$ cat config.mk
export PLATFORM = sky130hd
export DESIGN_NAME = i2c_slave_ctrl
export DESIGN_NICKNAME = d
export VERILOG_FILES = /design/src/verilog/i2c_slave_pkg.sv /design/src/verilog/i2c_line_if.sv /design/src/verilog/i2c_slave_ctrl.sv /design/src/verilog/i2c_line_front.sv
export VERILOG_INCLUDE_DIRS = /design/src /design/src/verilog
export SDC_FILE = /design/constraint.sdc
export NUM_CORES = 1
export LEC_CHECK = 0
export ABC_AREA = 0
export ABC_CLOCK_PERIOD_IN_PS = 3790
export BUFFER_PORTS_ARGS = -buffer_cell sky130_fd_sc_hd__clkbuf_2
export CAP_MARGIN = 15
export CORE_MARGIN = 2
export CORE_UTILIZATION = 35
export CTS_CLUSTER_SIZE = 20
export DETAILED_ROUTE_END_ITERATION = 7
export GPL_TIMING_DRIVEN = 0
export SLEW_MARGIN = 20
export SYNTH_ARGS = -nofsm -noshare
export SYNTH_HDL_FRONTEND = slang
export SYNTH_SLANG_ARGS = --single-unit
export TNS_END_PERCENT = 20
$ cat constraint.sdc
create_clock -name pclk -period 3.79 [get_ports pclk]
set_input_delay 0.379 -clock pclk [delete_from_list [all_inputs] [get_ports pclk]]
set_output_delay 0.379 -clock pclk [all_outputs]
set_load 0.05 [all_outputs]
$ cat src/verilog/i2c_slave_params.svh
`ifndef I2C_SLAVE_PARAMS_SVH
`define I2C_SLAVE_PARAMS_SVH

// Register byte offsets
`define OFS_SLAVE_CONTROL 8'h00
`define OFS_IRQ_STATUS 8'h04
`define OFS_IRQ_MASK 8'h08
`define OFS_LINK_STATUS 8'h0c
`define OFS_RX_DATA 8'h10
`define OFS_OWN_ADDR 8'h14

// Slave control bit positions
`define BIT_RX_IRQ_ENABLE 9
`define BIT_STOP_IRQ_ENABLE 8
`define BIT_FORCE_NACK 7
`define BIT_STRETCH_ENABLE 6

// Only these control bits are held; the rest read as zero
`define CTRL_IMPL_MASK 16'h03c0

// Interrupt status and mask bit positions
`define IRQ_RX 0
`define IRQ_STOP 1

// Link status bit positions
`define LS_SCL 0
`define LS_SDA 1
`define LS_HOLD 2
`define LS_PENDING 3
`define LS_ADDRESSED 4
`define LS_LAST_ACK 5

// Reset values
`define RST_SLAVE_CONTROL 16'h0000
`define RST_IRQ_STATUS 2'h0
`define RST_IRQ_MASK 2'h0
`define RST_OWN_ADDR 7'h2a
`define RST_RX_DATA 8'h00

// Bits in one byte before the acknowledge slot
`define BITS_PER_BYTE 4'h8

`endif

$ cat src/verilog/i2c_slave_pkg.sv
package i2c_slave_pkg;

  // Byte engine states
  typedef enum logic [4:0] {
    ST_IDLE     = 5'b00001,
    ST_ADDR     = 5'b00010,
    ST_ADDR_ACK = 5'b00100,
    ST_DATA     = 5'b01000,
    ST_DATA_ACK = 5'b10000
  } xfer_state_t;

  // Register selected by an APB address
  typedef enum logic [2:0] {
    SEL_NONE,
    SEL_CTRL,
    SEL_STATUS,
    SEL_MASK,
    SEL_LINK,
    SEL_RXDATA,
    SEL_OWNADDR
  } reg_sel_t;

  // Pin front end state
  typedef struct packed {
    logic scl_meta;
    logic scl_sync;
    logic scl_prev;
    logic sda_meta;
    logic sda_sync;
    logic sda_prev;
  } front_state_t;

  // Slave core state
  typedef struct packed {
    logic [15:0] ctrl;
    logic [1:0] irq_status;
    logic [1:0] irq_mask;
    logic [6:0] own_addr;
    logic [7:0] rx_data;
    logic [7:0] shift;
    logic [3:0] bit_cnt;
    xfer_state_t state;
    logic addressed;
    logic last_ack;
    logic ack_drive;
    logic hold;
    logic hold_pending;
    logic irq;
    logic pready;
    logic pslverr;
    logic [31:0] prdata;
  } core_state_t;

endpackage

$ cat src/verilog/i2c_line_if.sv
`timescale 1ns/100ps
// Synchronised bus levels and events from the pin front end
interface i2c_line_if;
  logic scl_level;
  logic sda_level;
  logic scl_rise;
  logic scl_fall;
  logic start_seen;
  logic stop_seen;

  modport front (
    output scl_level,
    output sda_level,
    output scl_rise,
    output scl_fall,
    output start_seen,
    output stop_seen
  );

  modport core (
    input scl_level,
    input sda_level,
    input scl_rise,
    input scl_fall,
    input start_seen,
    input stop_seen
  );
endinterface

$ cat src/verilog/i2c_slave_ctrl.sv
`timescale 1ns/100ps
`include "i2c_slave_params.svh"
// Notes on behaviour
// - Receive interrupt enable bit 9 lets a received byte raise the interrupt.
// - Stop interrupt enable bit 8 lets a bus stop raise the interrupt.
// - Force no-acknowledge bit 7 set: every byte, address included, gets no acknowledge.
// - Bit 7 clear: hardware decides acknowledge for each byte itself.
// - Stretch bit 6 set while SCL low: hold SCL low at once.
// - Stretch bit 6 set while SCL high: hold after next falling edge.
// - Clearing stretch bit releases SCL so the master may raise it.
module i2c_slave_ctrl (
  // Clock and reset
  input wire logic pclk,
  input wire logic presetn,
  // APB slave
  input wire logic psel,
  input wire logic penable,
  input wire logic pwrite,
  input wire logic [7:0] paddr,
  input wire logic [31:0] pwdata,
  output logic [31:0] prdata,
  output logic pready,
  output logic pslverr,
  // I2C clock line, open drain
  input wire logic scl_in,
  output logic scl_out,
  output logic scl_oe,
  // I2C data line, open drain
  input wire logic sda_in,
  output logic sda_out,
  output logic sda_oe,
  // Interrupt
  output logic irq
);

  // Synchronised levels and events from the front end
  i2c_line_if line ();

  i2c_slave_pkg::core_state_t r;
  i2c_slave_pkg::core_state_t n;

  // Address decode, shared by read and write
  // Only the six register offsets 0x00 to 0x14 decode; anything else is unmapped
  function automatic i2c_slave_pkg::reg_sel_t addr_sel(input logic [7:0] a);
    case (a)
      `OFS_SLAVE_CONTROL: addr_sel = i2c_slave_pkg::SEL_CTRL;
      `OFS_IRQ_STATUS: addr_sel = i2c_slave_pkg::SEL_STATUS;
      `OFS_IRQ_MASK: addr_sel = i2c_slave_pkg::SEL_MASK;
      `OFS_LINK_STATUS: addr_sel = i2c_slave_pkg::SEL_LINK;
      `OFS_RX_DATA: addr_sel = i2c_slave_pkg::SEL_RXDATA;
      `OFS_OWN_ADDR: addr_sel = i2c_slave_pkg::SEL_OWNADDR;
      default: addr_sel = i2c_slave_pkg::SEL_NONE;
    endcase
  endfunction

  // Read value of one register
  function automatic logic [31:0] read_word(input i2c_slave_pkg::reg_sel_t s,
                                            input i2c_slave_pkg::core_state_t c,
                                            input logic scl_lv,
                                            input logic sda_lv);
    logic [31:0] w;
    // Reserved bits read as zero
    w = 32'h0000_0000;
    case (s)
      i2c_slave_pkg::SEL_CTRL: w[15:0] = c.ctrl;
      i2c_slave_pkg::SEL_STATUS: w[1:0] = c.irq_status;
      i2c_slave_pkg::SEL_MASK: w[1:0] = c.irq_mask;
      // Link levels come from the synchronisers, not the raw pins
      i2c_slave_pkg::SEL_LINK: begin
        w[`LS_SCL] = scl_lv;
        w[`LS_SDA] = sda_lv;
        w[`LS_HOLD] = c.hold;
        w[`LS_PENDING] = c.hold_pending;
        w[`LS_ADDRESSED] = c.addressed;
        w[`LS_LAST_ACK] = c.last_ack;
      end
      // Last received byte, kept until the next one
      i2c_slave_pkg::SEL_RXDATA: w[7:0] = c.rx_data;
      i2c_slave_pkg::SEL_OWNADDR: w[6:0] = c.own_addr;
      default: w = 32'h0000_0000;
    endcase
    read_word = w;
  endfunction

  // Control bit that enables one interrupt source
  function automatic logic src_enable_of(input logic [15:0] c, input int idx);
    logic e;
    e = 1'b0;
    case (idx)
      `IRQ_RX: e = c[`BIT_RX_IRQ_ENABLE];
      `IRQ_STOP: e = c[`BIT_STOP_IRQ_ENABLE];
      default: e = 1'b0;
    endcase
    src_enable_of = e;
  endfunction

  // Pin synchronisers and bus condition detection
  // Raw pins pass two flops there before any logic here reads them
  // Edges are found one stage later, from the synchronised levels
  i2c_line_front u_front (
    .pclk(pclk),
    .presetn(presetn),
    .scl_in(scl_in),
    .sda_in(sda_in),
    .line(line.front)
  );

  // Helpers of the next-state process
  logic wr_access;
  logic [1:0] ev_set;
  wire [1:0] src_enable;
  logic stretch_rise;
  logic ack_now;
  i2c_slave_pkg::reg_sel_t wr_sel;
  logic [1:0] irq_gate;

  // Source enables decoded once from the registered control word
  // receive and stop source gates
  for (genvar g = 0; g < 2; g++) begin : g_src
    assign src_enable[g] = src_enable_of(r.ctrl, g);
  end

  // Next state of the whole core
  always_comb begin
    // Everything holds unless changed below
    n = r;
    ev_set = 2'h0;
    ack_now = 1'b0;
    wr_sel = addr_sel(paddr);
    wr_access = psel & penable & pwrite & r.pready;

    // APB answer prepared in setup, shown during access
    // pready pulses in the first access cycle: no wait states
    // Unmapped addresses answer with an error and read as zero
    n.pready = 1'b0;
    n.pslverr = 1'b0;
    if (psel && !penable) begin
      n.pready = 1'b1;
      n.pslverr = (wr_sel == i2c_slave_pkg::SEL_NONE);
      n.prdata = read_word(wr_sel, r, line.scl_level, line.sda_level);
    end

    // Register writes, taken in the completing access cycle
    // Reserved control bits are dropped on the way in
    // Status clears are handled below so that a new event wins
    if (wr_access) begin
      case (wr_sel)
        i2c_slave_pkg::SEL_CTRL: n.ctrl = pwdata[15:0] & `CTRL_IMPL_MASK;
        i2c_slave_pkg::SEL_MASK: n.irq_mask = pwdata[1:0];
        i2c_slave_pkg::SEL_OWNADDR: n.own_addr = pwdata[6:0];
        default: n.ctrl = n.ctrl;
      endcase
    end

    // Byte engine
    // A start, repeated or not, restarts address capture
    if (line.start_seen) begin
      // Any half-received byte is dropped
      n.state = i2c_slave_pkg::ST_ADDR;
      n.bit_cnt = 4'h0;
      n.ack_drive = 1'b0;
      n.addressed = 1'b0;
    end else if (line.stop_seen) begin
      // Counted whether or not this slave was addressed
      n.state = i2c_slave_pkg::ST_IDLE;
      n.ack_drive = 1'b0;
      n.addressed = 1'b0;
      ev_set[`IRQ_STOP] = 1'b1;
    end else begin
      case (r.state)
        i2c_slave_pkg::ST_IDLE: begin
          // Nothing driven until the next start
          n.ack_drive = 1'b0;
        end
        i2c_slave_pkg::ST_ADDR, i2c_slave_pkg::ST_DATA: begin
          // Bits taken on rising SCL, MSB first; decision on the next fall
          if (line.scl_rise && r.bit_cnt != `BITS_PER_BYTE) begin
            n.shift = {r.shift[6:0], line.sda_level};
            n.bit_cnt = r.bit_cnt + 4'h1;
          end else if (line.scl_fall && r.bit_cnt == `BITS_PER_BYTE) begin
            n.bit_cnt = 4'h0;
            if (r.state == i2c_slave_pkg::ST_ADDR) begin
              // Hardware acknowledges its own write address only
              n.addressed = (r.shift[7:1] == r.own_addr) && !r.shift[0];
              ack_now = n.addressed && !r.ctrl[`BIT_FORCE_NACK];
              n.state = i2c_slave_pkg::ST_ADDR_ACK;
            end else begin
              ack_now = !r.ctrl[`BIT_FORCE_NACK];
              // Received byte and its event, acked or not
              n.rx_data = r.shift;
              ev_set[`IRQ_RX] = 1'b1;
              n.state = i2c_slave_pkg::ST_DATA_ACK;
            end
            n.ack_drive = ack_now;
            n.last_ack = ack_now;
          end
        end
        i2c_slave_pkg::ST_ADDR_ACK: begin
          // An address other than the own write address waits in idle for the next start
          if (line.scl_fall) begin
            n.ack_drive = 1'b0;
            n.state = r.addressed ? i2c_slave_pkg::ST_DATA : i2c_slave_pkg::ST_IDLE;
          end
        end
        i2c_slave_pkg::ST_DATA_ACK: begin
          // A refused byte ends this slave's part of the transfer
          if (line.scl_fall) begin
            n.ack_drive = 1'b0;
            n.state = r.last_ack ? i2c_slave_pkg::ST_DATA : i2c_slave_pkg::ST_IDLE;
          end
        end
        default: begin
          // Unused codes fall back to idle
          n.state = i2c_slave_pkg::ST_IDLE;
          n.ack_drive = 1'b0;
        end
      endcase
    end

    // Clock stretching, acting on the control value just written
    // Rewriting the bit while it is set is not a new request
    // Only clearing the bit ends a hold; bus activity never does
    stretch_rise = n.ctrl[`BIT_STRETCH_ENABLE] & ~r.ctrl[`BIT_STRETCH_ENABLE];
    if (!n.ctrl[`BIT_STRETCH_ENABLE]) begin
      n.hold = 1'b0;
      n.hold_pending = 1'b0;
    end else if (stretch_rise && !line.scl_level) begin
      n.hold = 1'b1;
      n.hold_pending = 1'b0;
    end else if (stretch_rise) begin
      // SCL high at the write: wait for the master to pull it low
      n.hold_pending = 1'b1;
    end else if (r.hold_pending && line.scl_fall) begin
      n.hold = 1'b1;
      n.hold_pending = 1'b0;
    end

    // Disabled sources never record an event
    ev_set = ev_set & src_enable;

    // Sticky status: write one clears, a new event wins
    // The clear works on the old status, the event is ORed on top
    if (wr_access && wr_sel == i2c_slave_pkg::SEL_STATUS) begin
      n.irq_status = r.irq_status & ~pwdata[1:0];
    end
    n.irq_status = n.irq_status | ev_set;

    // Output follows the next status, mask and enables, so it moves
    // at the same edge as the status bit
    // only enabled, unmasked sources
    irq_gate[`IRQ_RX] = src_enable_of(n.ctrl, `IRQ_RX);
    irq_gate[`IRQ_STOP] = src_enable_of(n.ctrl, `IRQ_STOP);
    n.irq = |(n.irq_status & n.irq_mask & irq_gate);
  end

  // State register
  // Reset branch loads constants only
  always_ff @(posedge pclk or negedge presetn) begin
    if (!presetn) begin
      r.ctrl <= `RST_SLAVE_CONTROL;
      r.irq_status <= `RST_IRQ_STATUS;
      r.irq_mask <= `RST_IRQ_MASK;
      r.own_addr <= `RST_OWN_ADDR;
      r.rx_data <= `RST_RX_DATA;
      r.shift <= 8'h00;
      r.bit_cnt <= 4'h0;
      r.state <= i2c_slave_pkg::ST_IDLE;
      r.addressed <= 1'b0;
      r.last_ack <= 1'b0;
      r.ack_drive <= 1'b0;
      r.hold <= 1'b0;
      r.hold_pending <= 1'b0;
      r.irq <= 1'b0;
      r.pready <= 1'b0;
      r.pslverr <= 1'b0;
      r.prdata <= 32'h0000_0000;
    end else begin
      r <= n;
    end
  end

  // Outputs straight from state; open-drain lines only pull low
  // The pin values stay low; the enables decide whether they reach the wire
  // Only the hold and the acknowledge ever pull a line
  assign prdata = r.prdata;
  assign pready = r.pready;
  assign pslverr = r.pslverr;
  assign scl_oe = r.hold;
  assign scl_out = 1'b0;
  assign sda_oe = r.ack_drive;
  assign sda_out = 1'b0;
  assign irq = r.irq;

endmodule

$ cat src/verilog/i2c_line_front.sv
`timescale 1ns/100ps
module i2c_line_front (
  // Clock and reset
  input wire logic pclk,
  input wire logic presetn,
  // Raw bus levels
  input wire logic scl_in,
  input wire logic sda_in,
  // Events to the core
  i2c_line_if.front line
);

  i2c_slave_pkg::front_state_t r;
  i2c_slave_pkg::front_state_t n;

  // Two-stage synchronisers, then one history stage
  always_comb begin
    n = r;
    n.scl_meta = scl_in;
    n.scl_sync = r.scl_meta;
    n.scl_prev = r.scl_sync;
    n.sda_meta = sda_in;
    n.sda_sync = r.sda_meta;
    n.sda_prev = r.sda_sync;
  end

  // Idle bus reads high
  always_ff @(posedge pclk or negedge presetn) begin
    if (!presetn) begin
      r <= 6'h3f;
    end else begin
      r <= n;
    end
  end

  // Edges and bus conditions from synchronised levels only
  assign line.scl_level = r.scl_sync;
  assign line.sda_level = r.sda_sync;
  assign line.scl_rise = r.scl_sync & ~r.scl_prev;
  assign line.scl_fall = ~r.scl_sync & r.scl_prev;
  assign line.start_seen = r.scl_sync & r.scl_prev & r.sda_prev & ~r.sda_sync;
  assign line.stop_seen = r.scl_sync & r.scl_prev & ~r.sda_prev & r.sda_sync;

endmodule

### Word-level counts from Yosys, hierarchy flattened

Index checks and enable logic that the tools add are counted.

| operators by class | value |
|---|---|
| $add $sub $neg | 1 |
| equality and inequality tests | 30 |
| multiplexer cells | 45 |
| bitwise logic cells | 26 |
| reduce and logical (&&, ||, !) cells | 32 |

Operators by type and width:

| operator | number |
|---|---|
| 2-to-1 mux 34 bit | 1 |
| 2-to-1 mux 10 bit | 3 |
| 2-to-1 mux 4 bit | 5 |
| inequality test 4 bit (second input constant) | 5 |
| one-hot mux 5 bit (4 select lines) | 1 |
| one-hot mux 3 bit (6 select lines) | 1 |
| == test 8 x 4 -> 1 bit (second input constant) | 2 |
| == test 8 x 5 -> 1 bit (second input constant) | 2 |
| 2-to-1 mux 2 bit | 8 |
| 2-to-1 mux 5 bit | 3 |
| 2-to-1 mux 1 bit | 13 |
| 2-to-1 mux 12 bit | 1 |
| one-hot mux 4 bit (3 select lines) | 1 |
| nonzero test 3 bit | 4 |
| AND 1 bit | 11 |
| one-hot mux 2 bit (5 select lines) | 1 |
| AND reduction 5 bit | 2 |
| == test 3 bit (second input constant) | 3 |
| 2-to-1 mux 9 bit | 1 |
| NOT 1 bit | 9 |
| AND 2 bit | 4 |
| == test 8 x 3 -> 1 bit (second input constant) | 1 |
| logical AND 1 bit | 8 |
| zero test 8 bit | 1 |
| other kinds (30) | 43 |

| storage, ports and cells | value |
|---|---|
| register bits | 70 |
| logic and storage cells | 158 |

### Depth between registers and ports, before layout

Gate-level depths: netlist of the first run.

| depth | value |
|---|---|
| word-level depth | 13 |
| mapped depth | 8 |
| mapped depth without buffers | 7 |

### Hierarchy

Synthesis of the first run repeated with hierarchy kept, for this count alone.

| second synthesis, totals | value |
|---|---|
| cell total of the unflattened synthesis | 304 |
| area, all modules | 3,293.2 um2 |

By module, submodules not included:

| module | instances | cells each | area each (um2) | sequential area each (um2) |
|---|---|---|---|---|
| i2c_slave_ctrl | 1 | 294 | 3,103.0 | 1,456.4 |
| i2c_line_front | 1 | 10 | 190.2 | 157.7 |

### Least setup slack after synthesis of the first run

OpenSTA, ideal clock, no wires.

| timing | value |
|---|---|
| kind | register to register |
| start | register pready (netlist name) |
| end | register irq (netlist name) |
| arrival time | 1,735 ps |
| path slack | 1,935 ps |
| stages on the path, launching flop included | 7 |
| clock period less this slack | 1,855 ps |
| path through | dfrtp_1 and4_1 buf_2 nand4_1 mux2_4 o211a_1 a31o_1 |

### Worst setup path in the final report of the first run

| timing | value |
|---|---|
| start | register u_front.r[3] (netlist bit) |
| end | register r[39] (netlist bit) |

| on the way | value |
|---|---|
| cells in the longest elaborated chain, start to end | 5 |
| elaborated cells between the ends (all ways) | 17 |

Ends and longest elaborated chain:

| element | RTL line | source |
|---|---|---|
| from (decl) | i2c_line_front.sv:13 | `i2c_slave_pkg::front_state_t r;` |
| from (signal assigned) | i2c_line_front.sv:32 | `r <= n;` |
| AND 1 bit / NOT 1 bit (equally long branches) | i2c_line_front.sv:41, i2c_line_front.sv:42, i2c_line_front.sv:39 |  |
| AND 1 bit (on tied branches) | i2c_line_front.sv:41, i2c_line_front.sv:39, i2c_line_front.sv:42 |  |
| AND 1 bit, or another cell as far along | i2c_line_front.sv:41 | `assign line.start_seen = r.scl_sync & r.scl_prev & r.sda_prev & ~r.sda_sync;` |
| inequality test 3 bit (no source line), or another cell as far along | - |  |
| AND reduction 4 bit (no source line) / 2-to-1 mux 10 bit (equally long branches) | - |  |
| to (signal assigned) | i2c_slave_ctrl.sv:278 | `r <= n;` |
| to (decl) | i2c_slave_ctrl.sv:39 | `i2c_slave_pkg::core_state_t r;` |

Parallel ways exist; a longest one is shown, timed or not.
A chain may end at the register's enable or synchronous reset.

==> metrics.md, run 1 <==
| Metric | Value |
|---|---|
| Vias in the first global route | 2287 |
| CTS Buffer Depth | 2 |
| Post-synthesis sequential area ratio | 0.496 |
| Final Hold Fails | 0 |
| DR iter-0 viols | 132 |
| Post-Route WL | approximately 7000 µm |
| Worst IR Drop VDD | approximately 0.17 mV |
| Netlist cell types | 50 |
| Worst-path fanout max | 8 |
| Main flop type after synthesis | dfrtp_1 |
| Post-CTS Resized | 0 |
| Worst Setup Slack, final | 1770 ps |
| Area leader, netlist | dfrtp_1 |
| P per Cell Area | 364 nW/µm² |
| Synth area leaders | dfrtp_1 (42%), buf_4 (8.3%), dfstp_2 (8.1%) |
| DRC errors left | 0 |
| IO Pins | 86 |
| Ys Warns | 0 |
| Yosys top cell area share | 0.415 |
| Remaining antenna violation count | 0 |
| Vias per std cell | 4.79 |
| Post-synthesis register bit count | 64 |
| Initial core utilization | 0.356 |
| Vias after detailed routing | 2392 |
| Arrival time at the worst endpoint | 2240 ps |
| Final std cells w/o fill | 499 |
| Worst slack at placement | 1820 ps |
| Most common cell in the netlist | dfrtp_1 |
| RSZ-0062 raised after global routing | false |
| Latest clock arrival within the worst-skew pair | 340 ps |
| H-tree Lvls | 3 |
| Critical path class | register to register |
| HP Class | primary input to register |
| CTS sink count | 64 |
| Fin Clk Skew | 5.21 ps |
| Row count | 35 |
| Top cells by count, synth | dfrtp_1 (54), nand2_1 (49), buf_4 (36) |
| Mapped cell area | 3260 µm² |
| Area growth syn-to-layout | 19.5% |
| Gr ovfl total | 0 |
| Status | complete, no violations |
| N_diodes | 0 |
| All-Layer GR Usage | 0.152 |
| Final Slew Violations | 0 |
| Period minus WS final | 2020 ps |
| Async set-reset flop share out of synthesis | 1.00 |
| Core area | 9150 µm² |
| Die Height | 100 µm |
| Critical Path RT | roughly 4000 ps |
| Critical path startpoint category | register |
| CTS Root Cell | clkbuf_8 |
| Final setup vio count | 0 |
| Crit share post-route | 0.532 |
| Post-Syn Instances | 309 |
| Avg Cell Area, Syn | 10.5 µm² |
| DP Wirelength | 5300 µm |
| Die area | between 10000 and 15000 µm² |
| Routed len/inst | 14.0 µm |
| Filler Cell Count | 886 |
| Die X-Extent | 100 µm |
| EDFF count, synth | 0 |
| Layout cells sized above 1 | 0.363 |
| TritonCTS buffer count | 9 |
| Standby leakage power | 0.00206 µW |
| Global-route wire length before repair | 11600 µm |
| Number of port buffers | 38 |
| Placed insts | 482 |
| DRT Pass-1 Iters | 5 |
| Setup TNS | 0 ps |
| Initial antenna violation count | 0 |
| Layout Nets | 432 |
| Clock-pin slew on the worst setup and hold paths | 70 ps |
| F_max | 496 MHz |
| Max Cap Violations | 0 |
| Pin count of the biggest net entering global routing | 47 |
| Routability cong. | 0.797 |
| Setup crit end kind | register |
| CTS tree | built |
## report_power, final
group	internal, µW	switching, µW
clock network	301	254
logic	47.2	111
registers	695	7.79
## what timing repair did
item	in CTS	in global routing
hold buffers	1	0
buffers inserted	0	0
endpoints found under the hold margin	18	0
## path summary, 6_finish.rpt
check                             start                      to  slack (ps)  cells past startpoint
max                        u_front.r[3]                   r[39]        1770                      5
min                              sda_in            u_front.n[1]         110                      1
max reg2reg                u_front.r[3]                   r[39]        1770                      5
min reg2reg                u_front.n[1]  u_front.line.sda_level         360                      0
max in group asynchronous       presetn                   r[66]        2730                      3
min in group asynchronous       presetn                   r[47]         480                      2
## state kept, by name, summed over array words and instances, names as in the netlist
| signal | count |
|---|---|
| u_front.line.scl_level | 1 |
| u_front.line.sda_level | 1 |
| scl_oe | 1 |
| pready | 1 |
| prdata | 10 |
| sda_oe | 1 |
| irq | 1 |
| u_front.r | 2 |
| u_front.n | 2 |
| pslverr | 1 |
| r | 43 |
## metrics by stage
stage | hold WS (ps) | area, µm² | util | total power, µW
floorplan | 83.4 | 3340 | - | 827
global placement | 347 | 3670 | 0.401 | 867
detailed placement | 318 | 3700 | 0.404 | 873
CTS | 103 | 3890 | 0.425 | 1430
global route | 102 | 3890 | 0.425 | 1470
finish | 115 | 3890 | 0.425 | 1420
## worst max-delay path, cell delays in order (launching register included)
cell and delay (ps):
dfstp_2 620, nor2b_1 260, nand2_1 90, or4_1 490
nand2_1 110, mux2_2 330
## kinds of logic after synthesis
family | count (synthesis) | share of synthesized area
compound gates | 46 | 0.0995
other cells | 1 | 0.00115
fa+ha+maj | 2 | 0.00769
buf+inv | 54 | 0.107
simple gates | 105 | 0.168
flops | 64 | 0.496
xor+xnor | 12 | 0.0323
mux | 25 | 0.0888
## routing by layer
metal  share of wire  vias up  wire (µm)  global-route usage
met3           0.043       11        303              0.0286
met5               0        -          0                   0
met2            0.46       70       3240               0.231
met4           0.022        0        153              0.0790
li1                -     1168          -                   -
met1            0.47     1143       3280               0.206
## placed cells by master (no fill, tap or decap), drive strengths merged, types with 2 or more instances in the layout
| cell | Yosys | routed |
|---|---|---|
| nand3b | 4 | 4 |
| a22oi | 3 | 3 |
| xor2 | 8 | 8 |
| mux2 | 25 | 25 |
| nor2b | 5 | 5 |
| o21ai | 14 | 14 |
| and2 | 2 | 2 |
| and3 | 3 | 3 |
| clkinv | 0 | 3 |
| xnor2 | 4 | 4 |
| nor4 | 2 | 2 |
| a222oi | 4 | 4 |
| buf | 44 | 45 |
| nor3 | 5 | 5 |
| a221oi | 3 | 3 |
| a21oi | 5 | 5 |
| ha | 2 | 2 |
| inv | 6 | 6 |
| nand2b | 2 | 2 |
| or4 | 2 | 2 |
| nor2 | 12 | 12 |
| dfstp | 10 | 10 |
| a21o | 3 | 3 |
| and4 | 5 | 5 |
| nand2 | 50 | 50 |
| clkbuf | 4 | 54 |
| nand3 | 4 | 4 |
| nand4 | 7 | 7 |
| o21a | 3 | 3 |
| conb | 1 | 24 |
| dfrtp | 54 | 54 |
| a31oi | 2 | 2 |
## layout make-up
| type | count | area [µm²] | share of cell area |
|---|---|---|---|
| tap | 111 | 139 | 0.0357 |
| timing repair buffer | 40 | 230 | 0.0592 |
| clock buffer | 12 | 135 | 0.0347 |
| sequential | 64 | 1610 | 0.415 |
| clock inverter | 4 | 45.0 | 0.0116 |
| multi-input combinational | 214 | 1380 | 0.354 |
| buffer | 48 | 327 | 0.0839 |
| inverter | 6 | 22.5 | 0.00579 |
Power figures use the tool's default switching activity.
==> run 2: changes to the inputs <==
--- a/config.mk
+++ b/config.mk
@@ -7,7 +7,7 @@
 export NUM_CORES = 1
 export LEC_CHECK = 0
 export ABC_AREA = 0
-export ABC_CLOCK_PERIOD_IN_PS = 3790
+export ABC_CLOCK_PERIOD_IN_PS = 1600
 export BUFFER_PORTS_ARGS = -buffer_cell sky130_fd_sc_hd__clkbuf_2
 export CAP_MARGIN = 15
 export CORE_MARGIN = 2
==> constraint.sdc (replaced) <==
create_clock -name pclk -period 1.6 [get_ports pclk]
set_input_delay 0.16 -clock pclk [delete_from_list [all_inputs] [get_ports pclk]]
set_output_delay 0.16 -clock pclk [all_outputs]
set_load 0.05 [all_outputs]
==> metrics.md, run 2 (synthesis results as in run 1) <==
| Metric | Value |
|---|---|
| Status | complete, but fails checks (was complete, no violations) |
| Failing checks | negative setup slack |
| Final Hold Fails | 0 (unchanged) |
| Clock Power Share | 0.399 (was 0.392) |
| All-Layer GR Usage | 0.148 (was 0.152) |
| Commonest non-fill, non-tap cells in the layout | dfrtp_1 (53), nand2_1 (48), buf_4 (45) (was dfrtp_1 (54), nand2_1 (49), clkbuf_2 (38)) |
| CTS tree | built (unchanged) |
| Layout cells sized above 1 | 0.426 (was 0.363) |
| Biggest regs | r x43, prdata x10 (unchanged) |
| Arrival time at the worst endpoint | 1970 ps (was 2240 ps) |
| Vias in the first global route | 2317 (was 2287) |
| P per Cell Area | 834 nW/µm² (was 364 nW/µm²) |
| TritonCTS buffer count | 9 (unchanged) |
| Clock-pin slew on the worst setup and hold paths | 70 ps (about the same) |
| Critical path startpoint category | register (unchanged) |
| DRT Pass-1 Iters | 6 (was 5) |
| R2r worst-path depth | 7 (was 5) |
| Layout Nets | 441 (was 432) |
| Sw frac | 0.263 (about the same) |
| F_max | 572 MHz (was 496 MHz) |
| Routed len/inst | 13.7 µm (was 14.0 µm) |
| Worst Setup Slack, final | -147 ps (was 1770 ps) |
| CTS Root Cell | clkbuf_8 (unchanged) |
| Core area | 9150 µm² (unchanged) |
| Biggest register | r (unchanged) |
| Crit path to | r[39] (unchanged) |
| Row count | 35 (unchanged) |
| Final setup vio count | 13 (was 0) |
| Worst IR Drop VDD | 0.359 mV (was 0.170 mV) |
| Critical path class | register to register (unchanged) |
| CTS Buffer Depth | 2 (unchanged) |
| Global-route wire length before repair | 11600 µm (unchanged) |
| Post-Route WL | 6950 µm (was 6980 µm) |
| DR iter-0 viols | 150 (was 132) |
| N_diodes | 0 (unchanged) |
| Period minus WS final | 1750 ps (was 2020 ps) |
| Pin count of the biggest net entering global routing | 34 (was 47) |
| IO Pins | 86 (unchanged) |
| Gr ovfl total | 0 (unchanged) |
| Initial antenna violation count | 0 (unchanged) |
| HP Class | primary input to register (unchanged) |
| Standby leakage power | 0.00214 µW (was 0.00206 µW) |
| Fin Clk Skew | 6.17 ps (was 5.21 ps) |
| Latest clock arrival within the worst-skew pair | 330 ps (was 340 ps) |
| RSZ-0062 raised after global routing | true (was false) |
| Max Cap Violations | 0 (unchanged) |
| Crit-path slowest cell | or4_4 (was dfstp_2) |
| Final std cells w/o fill | 508 (was 499) |
| Vias after detailed routing | 2436 (was 2392) |
| Die X-Extent | 100 µm (unchanged) |
| Area growth syn-to-layout | 26.0% (was 19.5%) |
| Reg2Reg Setup Slack | -150 ps (was 1770 ps) |
| Reg2reg start | r[46] (was u_front.r[3]) |
| Initial core utilization | 0.356 (unchanged) |
| Final Slew Violations | 0 (unchanged) |
| Die Height | 100 µm (unchanged) |
| Leading cell type in the layout, fill and taps excluded | dfrtp_1 (unchanged) |
| Routability cong. | 0.796 (was 0.797) |
| Setup crit end kind | register (unchanged) |
| DRC errors left | 0 (unchanged) |
| Crit share post-route | 1.09 (was 0.532) |
| Number of port buffers | 38 (unchanged) |
| Slowest stage delay, CP | 430 ps (was 620 ps) |
| Area after DPL | 3740 µm² (was 3700 µm²) |
| Worst-path fanout max | 3 (was 8) |
| DP Wirelength | 5190 µm (was 5300 µm) |
| Remaining antenna violation count | 0 (unchanged) |
| CP Cell Sequence | inv_2 > ha_4 > and3b_2 > nand2_1 > or4_4 > nand2_2 > mux2_4 (was nor2b_1 > nand2_1 > or4_1 > nand2_1 > mux2_2) |
| Placed insts | 482 (unchanged) |
| H-tree Lvls | 3 (unchanged) |
| Setup TNS | -1380 ps (was 0 ps) |
| CTS sink count | 64 (unchanged) |
| FF-to-FF End | r[39] (unchanged) |
| Comb power frac | 0.115 (was 0.112) |
| Die area | 10100 µm² (unchanged) |
| Critical Path Source | r[46] (was u_front.r[3]) |
| Vias per std cell | 4.80 (was 4.79) |
| Fin area | 4100 µm² (was 3890 µm²) |
| Hold slack | 68.4 ps (was 115 ps) |
| Sequential power share | 0.486 (was 0.496) |
| Critical Path RT | 1820 ps (was 4020 ps) |
| Psw | 899 µW (was 372 µW) |
| Int Pwr | 2520 µW (was 1040 µW) |
| Largest register FFs | 43 (unchanged) |
[run 2: cell types whose count changed in the layout (fill, tap and decap cells not counted), sizes merged]
| cell | delta |
|---|---|
| clkbuf | -2 |
| dlygate4sd3 | +2 |
| clkinv | +2 |
| buf | +7 |
[run 2: power by group through the flow]
stage / Combinational (µW) / Sequential (µW) / Clock [µW]
2_1_floorplan: 265 / 1700 / 0
3_3_place_gp: 366 / 1690 / 0
3_5_place_dp: 375 / 1690 / 0
4_1_cts: 391 / 1660 / 1410
5_1_grt: 423 / 1670 / 1500
6_report: 392 / 1660 / 1370
[run 2: timing repair]
action | in CTS | in global routing
setup buffers | 4 | 3
setup endpoints to repair | 25 | 28
pin swaps | 2 | 2
hold endpoints to repair | 29 | 0
gates resized for setup | 9 | 16
hold buffers | 3 | 0
cloned | 0 | 0
[run 2: worst min-delay path by stage]
stage | startpoint | endpoint | slack [ps] | cells after the start
6_report | pwdata[9] | r[85] | 70 | 2
5_1_grt | pwdata[9] | r[85] | 60 | 2
4_1_cts | pwdata[9] | r[85] | 50 | 2
3_5_place_dp | presetn | r[69] | 170 | 1
3_3_place_gp | sda_in | u_front.n[1] | 250 | 1
2_1_floorplan | presetn | irq | -140 | 0
[run 2: routing by layer]
metal | vias up | part of all wire | GRT usage
li1 | 1188 | - | -
met1 | 1172 | 0.47 | 0.203
met2 | 71 | 0.48 | 0.236
met3 | 5 | 0.044 | 0.0334
met4 | 0 | 0.0073 | 0.0411
met5 | - | 0 | 0
[run 2: area by class of cell]
class	count	area, µm²
sequential	64	1620
fill	888	5050
clock inverter	6	58.8
timing repair buffer	49	295
multi-input combinational	214	1470
tap	111	139
clock buffer	10	138
inverter	6	22.5
buffer	48	360
[run 2: through the flow]
step / worst slack, ps / util / power, µW
after CTS: -148 / 0.441 / 3470
after floorplan: -91.2 / - / 1960
final: -147 / 0.448 / 3420
after global routing: -204 / 0.448 / 3580
after detailed placement: -217 / 0.409 / 2070
after global placement: -217 / 0.406 / 2060
[run 2: critical path: cells and delay by family, from the launching register on]
kind | cells | cell delay, ps
adder cells (fa/ha/maj) | 1 | 130
flip-flops | 1 | 390
multiplexers | 1 | 290
buffers and inverters | 1 | 80
AND/OR/NAND/NOR | 4 | 760
==> run 3: changes to the inputs <==
--- a/config.mk
+++ b/config.mk
@@ -14,7 +14,6 @@
 export CORE_UTILIZATION = 35
 export CTS_CLUSTER_SIZE = 20
 export DETAILED_ROUTE_END_ITERATION = 7
-export GPL_TIMING_DRIVEN = 0
 export SLEW_MARGIN = 20
 export SYNTH_ARGS = -nofsm -noshare
 export SYNTH_HDL_FRONTEND = slang
==> metrics.md, run 3 (synthesis results as in run 1) <==
| Metric | Value |
|---|---|
| Status | complete, but fails checks (unchanged) |
| Failing checks | negative setup slack (unchanged) |
| Post-Route WL | 7250 µm (was 6950 µm) |
| Area growth syn-to-layout | 24.9% (was 26.0%) |
| Remaining antenna violation count | 0 (unchanged) |
| Die area | 10100 µm² (unchanged) |
| Final setup vio count | 12 (was 13) |
| Filler Cell Count | 854 (was 888) |
| Period minus WS final | 1780 ps (was 1750 ps) |
| Row count | 35 (unchanged) |
| Placed insts | 473 (was 482) |
| Slowest stage delay, CP | 430 ps (about the same) |
| Biggest regs | r x43, prdata x10 (unchanged) |
| Gr ovfl total | 0 (unchanged) |
| Initial core utilization | 0.356 (unchanged) |
| Commonest non-fill, non-tap cells in the layout | dfrtp_1 (52), nand2_1 (48), buf_4 (41) (was dfrtp_1 (53), nand2_1 (48), buf_4 (45)) |
| Setup TNS | -589 ps (was -1380 ps) |
| DR iter-0 viols | 114 (was 150) |
| Crit-path leading delay family | simple AND/OR/NAND/NOR gates (unchanged) |
| Vias in the first global route | 2461 (was 2317) |
| HP Class | primary input to register (unchanged) |
| IO Pins | 86 (unchanged) |
| CP bufs+invs | 1 (unchanged) |
| Die X-Extent | 100 µm (unchanged) |
| Number of port buffers | 39 (was 38) |
| Critical path class | register to register (unchanged) |
| Worst Setup Slack, final | -181 ps (was -147 ps) |
| DRT Pass-1 Iters | 5 (was 6) |
| Final Slew Violations | 0 (unchanged) |
| N_diodes | 0 (unchanged) |
| Layout Nets | 431 (was 441) |
| CP Cell Sequence | inv_2 > ha_4 > and3b_2 > nand2_1 > or4_4 > nand2_2 > mux2_4 (unchanged) |
| F_max | 561 MHz (was 572 MHz) |
| Final Hold Fails | 0 (unchanged) |
| Die Height | 100 µm (unchanged) |
| RSZ-0062 raised after global routing | true (unchanged) |
| All-Layer GR Usage | 0.156 (was 0.148) |
| Standby leakage power | 0.00208 µW (was 0.00214 µW) |
| Vias per std cell | 4.83 (was 4.80) |
| Arrival time at the worst endpoint | 2010 ps (was 1970 ps) |
| TritonCTS buffer count | 9 (unchanged) |
| Routed len/inst | 14.6 µm (was 13.7 µm) |
| Core area | 9150 µm² (unchanged) |
| CTS sink count | 64 (unchanged) |
| Leading cell type in the layout, fill and taps excluded | dfrtp_1 (unchanged) |
| Critical path startpoint category | register (unchanged) |
| CTS tree | built (unchanged) |
| Max Cap Violations | 0 (unchanged) |
| H-tree Lvls | 3 (unchanged) |
| Layout cells sized above 1 | 0.419 (was 0.426) |
| Fin Clk Skew | 7.56 ps (was 6.17 ps) |
| Biggest register | r (unchanged) |
| Vias after detailed routing | 2405 (was 2436) |
| CTS Buffer Depth | 2 (unchanged) |
| Latest clock arrival within the worst-skew pair | 350 ps (was 330 ps) |
| DRC errors left | 0 (unchanged) |
| Largest register FFs | 43 (unchanged) |
| Setup crit end kind | register (unchanged) |
| DP Wirelength | 5390 µm (was 5190 µm) |
| Worst IR Drop VDD | 0.344 mV (was 0.359 mV) |
| CTS Root Cell | clkbuf_8 (unchanged) |
| Crit-path slowest cell | or4_4 (unchanged) |
| Worst-path fanout max | 3 (unchanged) |
| Clock-pin slew on the worst setup and hold paths | 80 ps (was 70 ps) |
| Pin count of the biggest net entering global routing | 65 (was 34) |
| Critical Path RT | 1830 ps (was 1820 ps) |
| Global-route wire length before repair | 12000 µm (was 11600 µm) |
| Crit share post-route | 1.11 (was 1.09) |
| Routability cong. | 0.852 (was 0.796) |
| Final std cells w/o fill | 498 (was 508) |
| P per Cell Area | 883 nW/µm² (was 834 nW/µm²) |
| Initial antenna violation count | 0 (unchanged) |
run 3: cell count changes in the layout (fill, tap and decap cells not counted), moves of 2 or more:
cell and delta:
and4_2 -2, and4_4 +2, buf_2 -3, buf_4 -4, clkbuf_1 -2, clkinv_2 -4, clkinvlp_4 +2
run 3: area by class of cell:
| type | instances | area, µm² | area share |
|---|---|---|---|
| timing repair buffer | 87 | 587 | 0.144 |
| sequential | 64 | 1620 | 0.398 |
| clock inverter | 6 | 92.6 | 0.0228 |
| inverter | 6 | 22.5 | 0.00554 |
| tap | 111 | 139 | 0.0342 |
| clock buffer | 10 | 138 | 0.0338 |
| multi-input combinational | 214 | 1470 | 0.362 |
run 3: worst reg2reg max path, cell delays in order (launching register included):
cell and delay, ps:
dfrtp_1 390, inv_2 80, ha_4 130, and3b_2 190
nand2_1 70, or4_4 430, nand2_2 80, mux2_4 290
run 3: per-stage QoR:
| step | power, µW | instance area, µm² | hold WS (ps) | util | worst slack (ps) |
|---|---|---|---|---|---|
| after detailed placement | 2030 | 3700 | 203 | 0.404 | -204 |
| after CTS | 3630 | 3980 | 34.3 | 0.435 | -179 |
| after global placement | 2030 | 3700 | 202 | 0.404 | -146 |
| after global routing | 3750 | 4070 | 30.4 | 0.444 | -243 |
| final | 3590 | 4070 | 45.2 | 0.444 | -181 |
| after floorplan | 1960 | 3390 | -136 | - | -91.2 |
run 3: final timing paths:
path | startpoint | slack, ps | end | cells after the start
setup / recovery | r[46] | -180 | r[39] | 7
hold / removal | pwdata[2] | 50 | r[67] | 2
setup reg to reg | r[46] | -180 | r[39] | 7
hold reg to reg | u_front.n[1] | 350 | u_front.line.sda_level | 0
max in group asynchronous | presetn | 910 | r[40] | 3
min in group asynchronous | presetn | 360 | r[46] | 3
run 3: timing repair:
action | CTS | global route
setup buffers | 1 | 5
resized for setup | 6 | 14
hold endpoints to repair | 56 | 0
hold buffers | 3 | 0
pin swaps | 0 | 1
setup endpoints to repair | 16 | 31
run 3: where the power goes:
group          total [µW]  leakage [µW]  internal [µW]  switching (µW)
sequential           1660      0.000850           1650            15.9
combinational         347       0.00113           84.5             262
clock                1580      0.000109            924             659
total                3590       0.00208           2650             937
run 3: routing by layer:
layer | track usage | vias up | wire [µm]
li1 | - | 1169 | -
met1 | 0.207 | 1156 | 3370
met2 | 0.241 | 69 | 3450
met3 | 0.0376 | 11 | 282
met4 | 0.0706 | 0 | 136
met5 | 0 | - | 0
